<file path="config.mk">
export PLATFORM = sky130hd
export DESIGN_NAME = mcr_clock_ctrl
export DESIGN_NICKNAME = d
export VERILOG_FILES = /design/src/mcr_pkg.sv /design/src/mcr_clock_ctrl.sv
export SDC_FILE = /design/constraint.sdc
export NUM_CORES = 1
export LEC_CHECK = 0
export BUFFER_PORTS_ARGS = -buffer_cell sky130_fd_sc_hd__buf_4
export CORE_UTILIZATION = 35
export CTS_CLUSTER_SIZE = 20
export DETAILED_ROUTE_END_ITERATION = 8
export PLACE_DENSITY = 0.66
export SLEW_MARGIN = 20
export SYNTH_ARGS = -nofsm -noshare
export SYNTH_HDL_FRONTEND = slang
export SYNTH_SLANG_ARGS = --single-unit
</file>
<file path="constraint.sdc">
create_clock -name ref_clk_in -period 5.61 [get_ports ref_clk_in]
set_input_delay 1.683 -clock ref_clk_in [delete_from_list [all_inputs] [get_ports ref_clk_in]]
set_output_delay 1.683 -clock ref_clk_in [all_outputs]
set_load 0.005 [all_outputs]
</file>
<file path="src/mcr_pkg.sv">
// Package with register map, field positions and counts of the clock controller
package mcr_pkg;

  // ****************************************
  // Register map
  // ****************************************
  localparam logic [7:0] CTRL_STATUS_IDX = 8'h2E;
  localparam logic [7:0] IRQ_STATUS_IDX = 8'h40;
  localparam logic [7:0] IRQ_MASK_IDX = 8'h41;
  localparam logic [7:0] MODE_CTRL_IDX = 8'h42;
  localparam logic [7:0] CTRL_STATUS_RESET = 8'h00;

  // ****************************************
  // Field positions
  // ****************************************
  localparam int CLK_OUT_BIT = 7;
  localparam int SLOW_DIV_LSB = 5;
  localparam int SLOW_SEL_BIT = 4;
  localparam int TB_SEL_LSB = 2;
  localparam int TB_IRQ_EN_BIT = 1;
  localparam int TB_IRQ_FLAG_BIT = 0;

  // ****************************************
  // Time-base periods in osc clock cycles
  // ****************************************
  localparam logic [17:0] TB_PERIOD_0 = 18'h03E80;
  localparam logic [17:0] TB_PERIOD_1 = 18'h07D00;
  localparam logic [17:0] TB_PERIOD_2 = 18'h13880;
  localparam logic [17:0] TB_PERIOD_3 = 18'h30D40;
  localparam logic [3:0] SLOW_DIV_RESET = 4'h0;
  localparam logic [17:0] TB_COUNT_RESET = 18'h00000;

  // Power modes driven by the core
  typedef enum logic [1:0] {
    MCR_RUN = 2'b00,
    MCR_WAIT = 2'b01,
    MCR_ACTIVE_HALT = 2'b11,
    MCR_HALT = 2'b10
  } mcr_power_t;

  // Control fields of the control/status register
  typedef struct packed {
    logic clock_out_enable;
    logic [1:0] slow_divider_select;
    logic slow_speed_select;
    logic [1:0] timebase_select;
    logic timebase_irq_enable;
  } mcr_ctrl_t;

endpackage

</file>
<file path="src/mcr_clock_ctrl.sv">
// Main clock controller with CPU prescaler, clock-out and time-base counter
`timescale 1ns/1ns
module mcr_clock_ctrl (
  // Clock and reset
  input wire logic ref_clk_in,
  input wire logic rst_in,
  // Wishbone slave
  input wire logic wb_cyc_in,
  input wire logic wb_stb_in,
  input wire logic wb_we_in,
  input wire logic [7:0] wb_adr_in,
  input wire logic [3:0] wb_sel_in,
  input wire logic [31:0] wb_dat_in,
  output logic [31:0] wb_dat_out,
  output logic wb_ack_out,
  // Core power mode requests
  input wire logic halt_req_in,
  input wire logic wait_req_in,
  input wire logic wakeup_in,
  output mcr_pkg::mcr_power_t power_mode_out,
  output logic tb_wakeup_out,
  // Clocks and pin
  output logic cpu_clk_en_out,
  output logic clk_out_pin_out,
  output logic clk_out_oe_n_out,
  // Interrupts
  output logic tb_irq_out,
  output logic irq_out
);

  // ****************************************
  // State
  // ****************************************
  mcr_pkg::mcr_ctrl_t ctrl_reg;
  logic flag_reg;
  logic [17:0] tb_count_reg;
  logic [17:0] tb_count_next;
  logic [1:0] tb_active_sel_reg;
  logic [3:0] slow_count_reg;
  logic [3:0] slow_count_next;
  logic osc_half_reg;
  logic [1:0] irq_status_reg;
  logic [1:0] irq_mask_reg;
  logic [1:0] irq_status_next;
  logic ack_reg;
  logic [31:0] rdata_reg;
  mcr_pkg::mcr_power_t power_reg;
  mcr_pkg::mcr_power_t power_next;

  // Period length per selection code
  function automatic logic [17:0] tb_period(input logic [1:0] sel);
    unique case (sel)
      2'b00: tb_period = mcr_pkg::TB_PERIOD_0;
      2'b01: tb_period = mcr_pkg::TB_PERIOD_1;
      2'b10: tb_period = mcr_pkg::TB_PERIOD_2;
      2'b11: tb_period = mcr_pkg::TB_PERIOD_3;
    endcase
  endfunction

  // ****************************************
  // Bus decode
  // ****************************************
  wire bus_req = wb_cyc_in && wb_stb_in && !ack_reg;
  wire bus_wr = bus_req && wb_we_in && wb_sel_in[0];
  wire bus_rd = bus_req && !wb_we_in;
  wire hit_csr = (wb_adr_in == {mcr_pkg::CTRL_STATUS_IDX[5:0], 2'b00});
  wire hit_ists = (wb_adr_in == {mcr_pkg::IRQ_STATUS_IDX[5:0], 2'b00});
  wire hit_imsk = (wb_adr_in == {mcr_pkg::IRQ_MASK_IDX[5:0], 2'b00});
  wire hit_mode = (wb_adr_in == {mcr_pkg::MODE_CTRL_IDX[5:0], 2'b00});
  wire frozen = (power_reg == mcr_pkg::MCR_HALT) || (power_reg == mcr_pkg::MCR_ACTIVE_HALT);
  wire [7:0] csr_value = {ctrl_reg, flag_reg};
  wire [31:0] rdata_mux = hit_csr ? {24'h000000, csr_value} :
                          hit_ists ? {30'h00000000, irq_status_reg} :
                          hit_imsk ? {30'h00000000, irq_mask_reg} :
                          hit_mode ? {30'h00000000, power_reg} : 32'h00000000;

  // ****************************************
  // Time-base counter
  // ****************************************
  wire counter_runs = (power_reg != mcr_pkg::MCR_HALT);
  wire period_end = counter_runs && (tb_count_reg == tb_period(tb_active_sel_reg) - 18'h00001);
  wire csr_read_clear = bus_rd && hit_csr;
  wire flag_next = period_end ? 1'b1 : (csr_read_clear ? 1'b0 : flag_reg);
  always_comb
  begin
    tb_count_next = tb_count_reg;
    if (period_end)
    begin
      tb_count_next = mcr_pkg::TB_COUNT_RESET;
    end
    else if (counter_runs)
    begin
      tb_count_next = tb_count_reg + 18'h00001;
    end
  end

  // Counter advances every cycle except in halt, selection latched only at period end
  always_ff @(posedge ref_clk_in or posedge rst_in)
  begin
    if (rst_in)
    begin
      tb_count_reg <= mcr_pkg::TB_COUNT_RESET;
      tb_active_sel_reg <= 2'b00;
    end
    else
    begin
      tb_count_reg <= tb_count_next;
      if (period_end)
      begin
        tb_active_sel_reg <= ctrl_reg.timebase_select;
      end
    end
  end

  // ****************************************
  // CPU clock prescaler
  // ****************************************
  wire [3:0] slow_last = ({3'b000, 1'b1} << ctrl_reg.slow_divider_select) * 4'h2 - 4'h1;
  always_comb
  begin
    slow_count_next = slow_count_reg + 4'h1;
    if (!ctrl_reg.slow_speed_select || slow_count_reg >= slow_last)
    begin
      slow_count_next = mcr_pkg::SLOW_DIV_RESET;
    end
  end
  assign cpu_clk_en_out = !frozen && (!ctrl_reg.slow_speed_select || slow_count_reg == slow_last);

  // Prescaler count and osc clock image
  always_ff @(posedge ref_clk_in or posedge rst_in)
  begin
    if (rst_in)
    begin
      slow_count_reg <= mcr_pkg::SLOW_DIV_RESET;
      osc_half_reg <= 1'b0;
    end
    else
    begin
      slow_count_reg <= slow_count_next;
      osc_half_reg <= !osc_half_reg;
    end
  end

  // Clock-out pin, driven while enabled
  assign clk_out_pin_out = osc_half_reg && ctrl_reg.clock_out_enable;
  assign clk_out_oe_n_out = !ctrl_reg.clock_out_enable;

  // ****************************************
  // Power mode
  // ****************************************
  always_comb
  begin
    power_next = power_reg;
    unique case (power_reg)
      mcr_pkg::MCR_RUN:
      begin
        if (halt_req_in)
        begin
          power_next = ctrl_reg.timebase_irq_enable ? mcr_pkg::MCR_ACTIVE_HALT : mcr_pkg::MCR_HALT;
        end
        else if (wait_req_in)
        begin
          power_next = mcr_pkg::MCR_WAIT;
        end
      end
      mcr_pkg::MCR_WAIT:
      begin
        if (tb_irq_out || wakeup_in)
        begin
          power_next = mcr_pkg::MCR_RUN;
        end
      end
      mcr_pkg::MCR_ACTIVE_HALT:
      begin
        if (tb_irq_out || wakeup_in)
        begin
          power_next = mcr_pkg::MCR_RUN;
        end
      end
      mcr_pkg::MCR_HALT:
      begin
        if (wakeup_in)
        begin
          power_next = mcr_pkg::MCR_RUN;
        end
      end
    endcase
  end
  assign power_mode_out = power_reg;
  assign tb_wakeup_out = tb_irq_out && (power_reg == mcr_pkg::MCR_WAIT || power_reg == mcr_pkg::MCR_ACTIVE_HALT);

  // ****************************************
  // Registers and bus answer
  // ****************************************
  assign irq_status_next = (irq_status_reg & ~((bus_wr && hit_ists) ? wb_dat_in[1:0] : 2'b00))
                           | {tb_wakeup_out, period_end};
  always_ff @(posedge ref_clk_in or posedge rst_in)
  begin
    if (rst_in)
    begin
      ctrl_reg <= mcr_ctrl_reset();
      flag_reg <= mcr_pkg::CTRL_STATUS_RESET[mcr_pkg::TB_IRQ_FLAG_BIT];
      irq_status_reg <= 2'b00;
      irq_mask_reg <= 2'b00;
      power_reg <= mcr_pkg::MCR_RUN;
      ack_reg <= 1'b0;
      rdata_reg <= 32'h00000000;
    end
    else
    begin
      ack_reg <= bus_req;
      rdata_reg <= bus_rd ? rdata_mux : 32'h00000000;
      power_reg <= power_next;
      flag_reg <= flag_next;
      irq_status_reg <= irq_status_next;
      if (bus_wr && hit_csr && !frozen)
      begin
        ctrl_reg <= wb_dat_in[7:1];
      end
      if (bus_wr && hit_imsk)
      begin
        irq_mask_reg <= wb_dat_in[1:0];
      end
    end
  end

  // Reset image of the control fields
  function automatic mcr_pkg::mcr_ctrl_t mcr_ctrl_reset();
    mcr_ctrl_reset = mcr_pkg::CTRL_STATUS_RESET[7:1];
  endfunction

  // Outputs
  assign wb_ack_out = ack_reg;
  assign wb_dat_out = rdata_reg;
  assign tb_irq_out = flag_reg && ctrl_reg.timebase_irq_enable;
  assign irq_out = |(irq_status_reg & irq_mask_reg);

endmodule

</file>
==> impl_metrics.xml <==
<?xml version="1.0" encoding="UTF-8"?>
<metrics>
  <group name="setup_path">
    <metric name="critPathMaxStageDelay" unit="ns">0.40</metric>
    <metric name="cp.required" unit="ns">3.93</metric>
    <metric name="timing.critical_path.fanout_max" unit="">5</metric>
    <metric name="critical_path.n_buffers_inverters" unit="">1</metric>
    <metric name="crit_path_end_kind" unit="">output pin</metric>
    <metric name="crit_path_cell_count" unit="">5</metric>
    <metric name="crit_type" unit="">flip-flop to output pin</metric>
    <metric name="worst_path_dominant_cell_family" unit="">flip-flops</metric>
    <metric name="slowest_stage" unit="">dfrtp_1</metric>
    <metric name="list_of_cells_traversed_by_the_critical_path" unit="">nand2_1 &gt; ha_1 &gt; nand4_1 &gt; a21oi_1 &gt; buf_4</metric>
    <metric name="worst_reg2reg_path_startpoint" unit="">power_mode_out[0]$_DFFE_PP0P_</metric>
    <metric name="worstPathArrival" unit="ns">1.48</metric>
    <metric name="setup.reg_to_reg.worst_slack" unit="ns">3.16</metric>
    <metric name="ff2ff_path_depth" unit="">5</metric>
    <metric name="worst_r2r_endpoint" unit="">tb_active_sel_reg[1]$_DFFE_PP0P_</metric>
    <metric name="worstSetupStartpointType" unit="">flip-flop</metric>
  </group>
  <group name="grt">
    <metric name="grt_pass1_vias" unit="">1824</metric>
    <metric name="first_pass_grt_wire_length" unit="mm">8.238</metric>
    <metric name="grt_overflow" unit="">0</metric>
    <metric name="number_of_antenna_violations_at_the_first_check_in_global_routing" unit="">0</metric>
    <metric name="grt_start_max_net_pins" unit="">49</metric>
    <metric name="grt_usage" unit="%">13.50</metric>
  </group>
  <group name="clock_network">
    <metric name="numCtsBuffers" unit="">5</metric>
    <metric name="postCtsSetupRepairBufs" unit="">0</metric>
    <metric name="clkTransAtPathRegs" unit="ns">0.09</metric>
    <metric name="clock_tree_sinks" unit="">48</metric>
    <metric name="cts_max_level" unit="">2</metric>
    <metric name="tritoncts_clock_tree" unit="">yes</metric>
    <metric name="cts_hold_repair.buffers" unit="">0</metric>
    <metric name="cts_max_path_buffers" unit="">2</metric>
    <metric name="clk_latency" unit="ns">0.30</metric>
    <metric name="cts_root_buf" unit="">clkbuf_8</metric>
    <metric name="postcts_resize_cnt" unit="">0</metric>
  </group>
  <group name="timing">
    <metric name="fin_ws" unit="ns">2.451</metric>
    <metric name="final_setup_violation_count" unit="">0</metric>
    <metric name="fin_skew" unit="ns">0.008786</metric>
    <metric name="hold_viol" unit="">0</metric>
    <metric name="setup_total_negative_slack" unit="ns">0</metric>
    <metric name="slew_headroom" unit="%">44.84</metric>
    <metric name="timing.final.crit_period" unit="ns">3.159</metric>
    <metric name="grt_setup_unrepaired" unit="">false</metric>
    <metric name="max_freq" unit="MHz">316.6</metric>
    <metric name="worst_slew_pin_slew" unit="ns">0.8239</metric>
    <metric name="timing.final.max_slew_violations" unit="">0</metric>
    <metric name="layout_worst_path_cycle_share" unit="%">56.31</metric>
  </group>
  <group name="hold_path">
    <metric name="timing.hold.worst.class" unit="">flip-flop to flip-flop</metric>
    <metric name="min-delay-start" unit="">osc_half_reg$_DFF_PP0_</metric>
    <metric name="hold-path-cell-count" unit="">1</metric>
    <metric name="worstHoldEndpoint" unit="">osc_half_reg$_DFF_PP0_</metric>
  </group>
  <group name="synthesis">
    <metric name="ys_seq_area_share" unit="%">45.74</metric>
    <metric name="synthCells" unit="">270</metric>
    <metric name="synth_top_area_share" unit="%">45.74</metric>
    <metric name="ys_top_cells_by_count" unit="">dfrtp_1 (48), nor2_1 (27), buf_4 (25)</metric>
    <metric name="synth-edff-count" unit="">0</metric>
    <metric name="yosys.cell_count.top_type" unit="">dfrtp_1</metric>
    <metric name="yosys_register_bits" unit="">48</metric>
    <metric name="syn-cell-area" unit="um^2">2626</metric>
    <metric name="post_synth_main_area_contributors" unit="">dfrtp_1 (46%), buf_4 (7.1%), mux2_2 (5.1%)</metric>
    <metric name="asyncSetResetFlopFracSynth" unit="%">100.0</metric>
    <metric name="dominantRegCellSynth" unit="">dfrtp_1</metric>
    <metric name="largest_area_contributor_in_the_netlist" unit="">dfrtp_1</metric>
    <metric name="postSynthAreaPerCell" unit="um^2">9.727</metric>
    <metric name="yosysWarnings" unit="">0</metric>
    <metric name="post_synth_num_cell_types" unit="">43</metric>
  </group>
  <group name="outcome">
    <metric name="outcome" unit="">finished clean</metric>
  </group>
  <group name="detailed_routing">
    <metric name="final_antenna_net_count" unit="">0</metric>
    <metric name="drt_pass1_iterations" unit="">5</metric>
    <metric name="vias" unit="">1955</metric>
    <metric name="finalWirelength" unit="mm">4.854</metric>
    <metric name="detail_route.drc_violations" unit="">0</metric>
    <metric name="routed_via_density" unit="">4.792</metric>
    <metric name="avgRoutedWirePerCell" unit="um">11.90</metric>
    <metric name="drt_iter0_drc" unit="">58</metric>
  </group>
  <group name="power">
    <metric name="power.share.combinational" unit="%">16.3</metric>
    <metric name="power.switching" unit="uW">230.3</metric>
    <metric name="static-leakage-power" unit="uW">0.001435</metric>
    <metric name="total_power" unit="uW">803.6</metric>
    <metric name="powerDensity" unit="nW/um^2">265.8</metric>
    <metric name="cell_internal_pwr" unit="uW">573.3</metric>
    <metric name="power.switching_fraction" unit="%">28.66</metric>
    <metric name="seq_power_share" unit="%">51.8</metric>
    <metric name="vdd_ir_drop_max" unit="mV">0.1772</metric>
    <metric name="pwr-share-clk" unit="%">31.9</metric>
  </group>
  <group name="die">
    <metric name="rows" unit="">31</metric>
    <metric name="dieWidth" unit="um">88.63</metric>
    <metric name="floorplan.core_area" unit="um^2">7253</metric>
    <metric name="boundaryPins" unit="">93</metric>
    <metric name="die_area" unit="um^2">7854</metric>
    <metric name="die_y" unit="um">88.63</metric>
    <metric name="initial_utilization" unit="%">36.21</metric>
  </group>
  <group name="placement">
    <metric name="dp_slack" unit="ns">2.259</metric>
    <metric name="numPortBuffers" unit="">41</metric>
    <metric name="post_detailed_placement_cell_area" unit="um^2">2907</metric>
    <metric name="detailed_place_hpwl" unit="mm">3.507</metric>
    <metric name="place.detailed.instances" unit="">400</metric>
    <metric name="place.gp.congestion" unit="">0.8030</metric>
  </group>
  <group name="job">
    <metric name="drv_cap" unit="">0</metric>
  </group>
  <group name="finish">
    <metric name="final_design_area_no_fill" unit="um^2">3023</metric>
    <metric name="flow.area_growth_from_synthesis" unit="%">15.10</metric>
    <metric name="antenna-diode-count" unit="">0</metric>
    <metric name="fillers" unit="">733</metric>
    <metric name="post_layout_nonfiller_instances" unit="">408</metric>
    <metric name="largest_register_ff_count" unit="">18</metric>
    <metric name="post_route_cells_drive_above_1_share" unit="%">22.01</metric>
    <metric name="nNetsFinal" unit="">365</metric>
  </group>
</metrics>
[per-stage QoR]
stage / util, % / hold slack (ns)
after global routing: 41.68 / 0.4203
after global placement: 40.07 / 0.3968
after floorplan: - / 0.3824
after detailed placement: 40.07 / 0.3956
final: 41.68 / 0.4098
after CTS: 41.66 / 0.4089
[worst max-delay path by stage]
| stage | end | startpoint |
|---|---|---|
| after floorplan | csr_value[1]$_DFFE_PP0P_ | wb_adr_in[1] |
| after global placement | csr_value[7]$_DFFE_PP0P_ | wb_adr_in[1] |
| final | cpu_clk_en_out | csr_value[6]$_DFFE_PP0P_ |
| after detailed placement | csr_value[7]$_DFFE_PP0P_ | wb_adr_in[1] |
| after global routing | cpu_clk_en_out | csr_value[6]$_DFFE_PP0P_ |
| after CTS | cpu_clk_en_out | csr_value[6]$_DFFE_PP0P_ |
[layer usage]
layer  wire length [um]  GRT usage, %  vias up
met5                  0             0        -
met3                170         2.612        4
li1                   -             -      954
met2               2365         22.59       49
met4                 44         4.399        0
met1               2274         17.60      948
[cell usage in the layout (no fill, tap or decap), types with 4 or more instances in the layout]
cell type,n
dfrtp_1,48
buf_4,41
nor2_1,27
conb_1,24
nand2_1,23
o21ai_0,15
mux2_2,12
nand4_1,10
inv_1,9
and2_1,9
nand3_1,7
a21oi_1,7
xor2_1,6
and3_1,5
or3_1,5
nand2b_1,5
xnor2_1,5
ha_1,5
clkbuf_8,5
nor3_1,4
[layout make-up]
type,count,area [um^2],share of cell area (%)
multi-input cells,202,1236,40.89
flip-flops and latches,48,1201,39.74
inverters,10,38.79,1.283
clock buffers,5,68.82,2.276
well taps,99,123.9,4.098
repair buffers,41,307.8,10.18
clock inverters,3,46.29,1.531
[power by group through the flow]
stage / registers (uW) / logic [uW] / clock network, uW
floorplan: 405 / 123 / 0
CTS: 417 / 132 / 266
global placement: 422 / 129 / 0
global route: 423 / 155 / 277
finish: 416 / 131 / 257
detailed placement: 424 / 131 / 0
[kinds of logic after synthesis]
kind of cell / after synthesis / synth area share (%)
DFF: 48 / 45.74
AOI/OAI and AO/OA: 39 / 9.148
xor gates and xnor gates: 11 / 3.668
and+or+nand+nor: 109 / 22.53
muxes: 14 / 5.908
adders and majority gates: 5 / 2.382
buffers and inverters: 43 / 10.48
other: 1 / 0.1428
(Power assumes the default switching activity.)
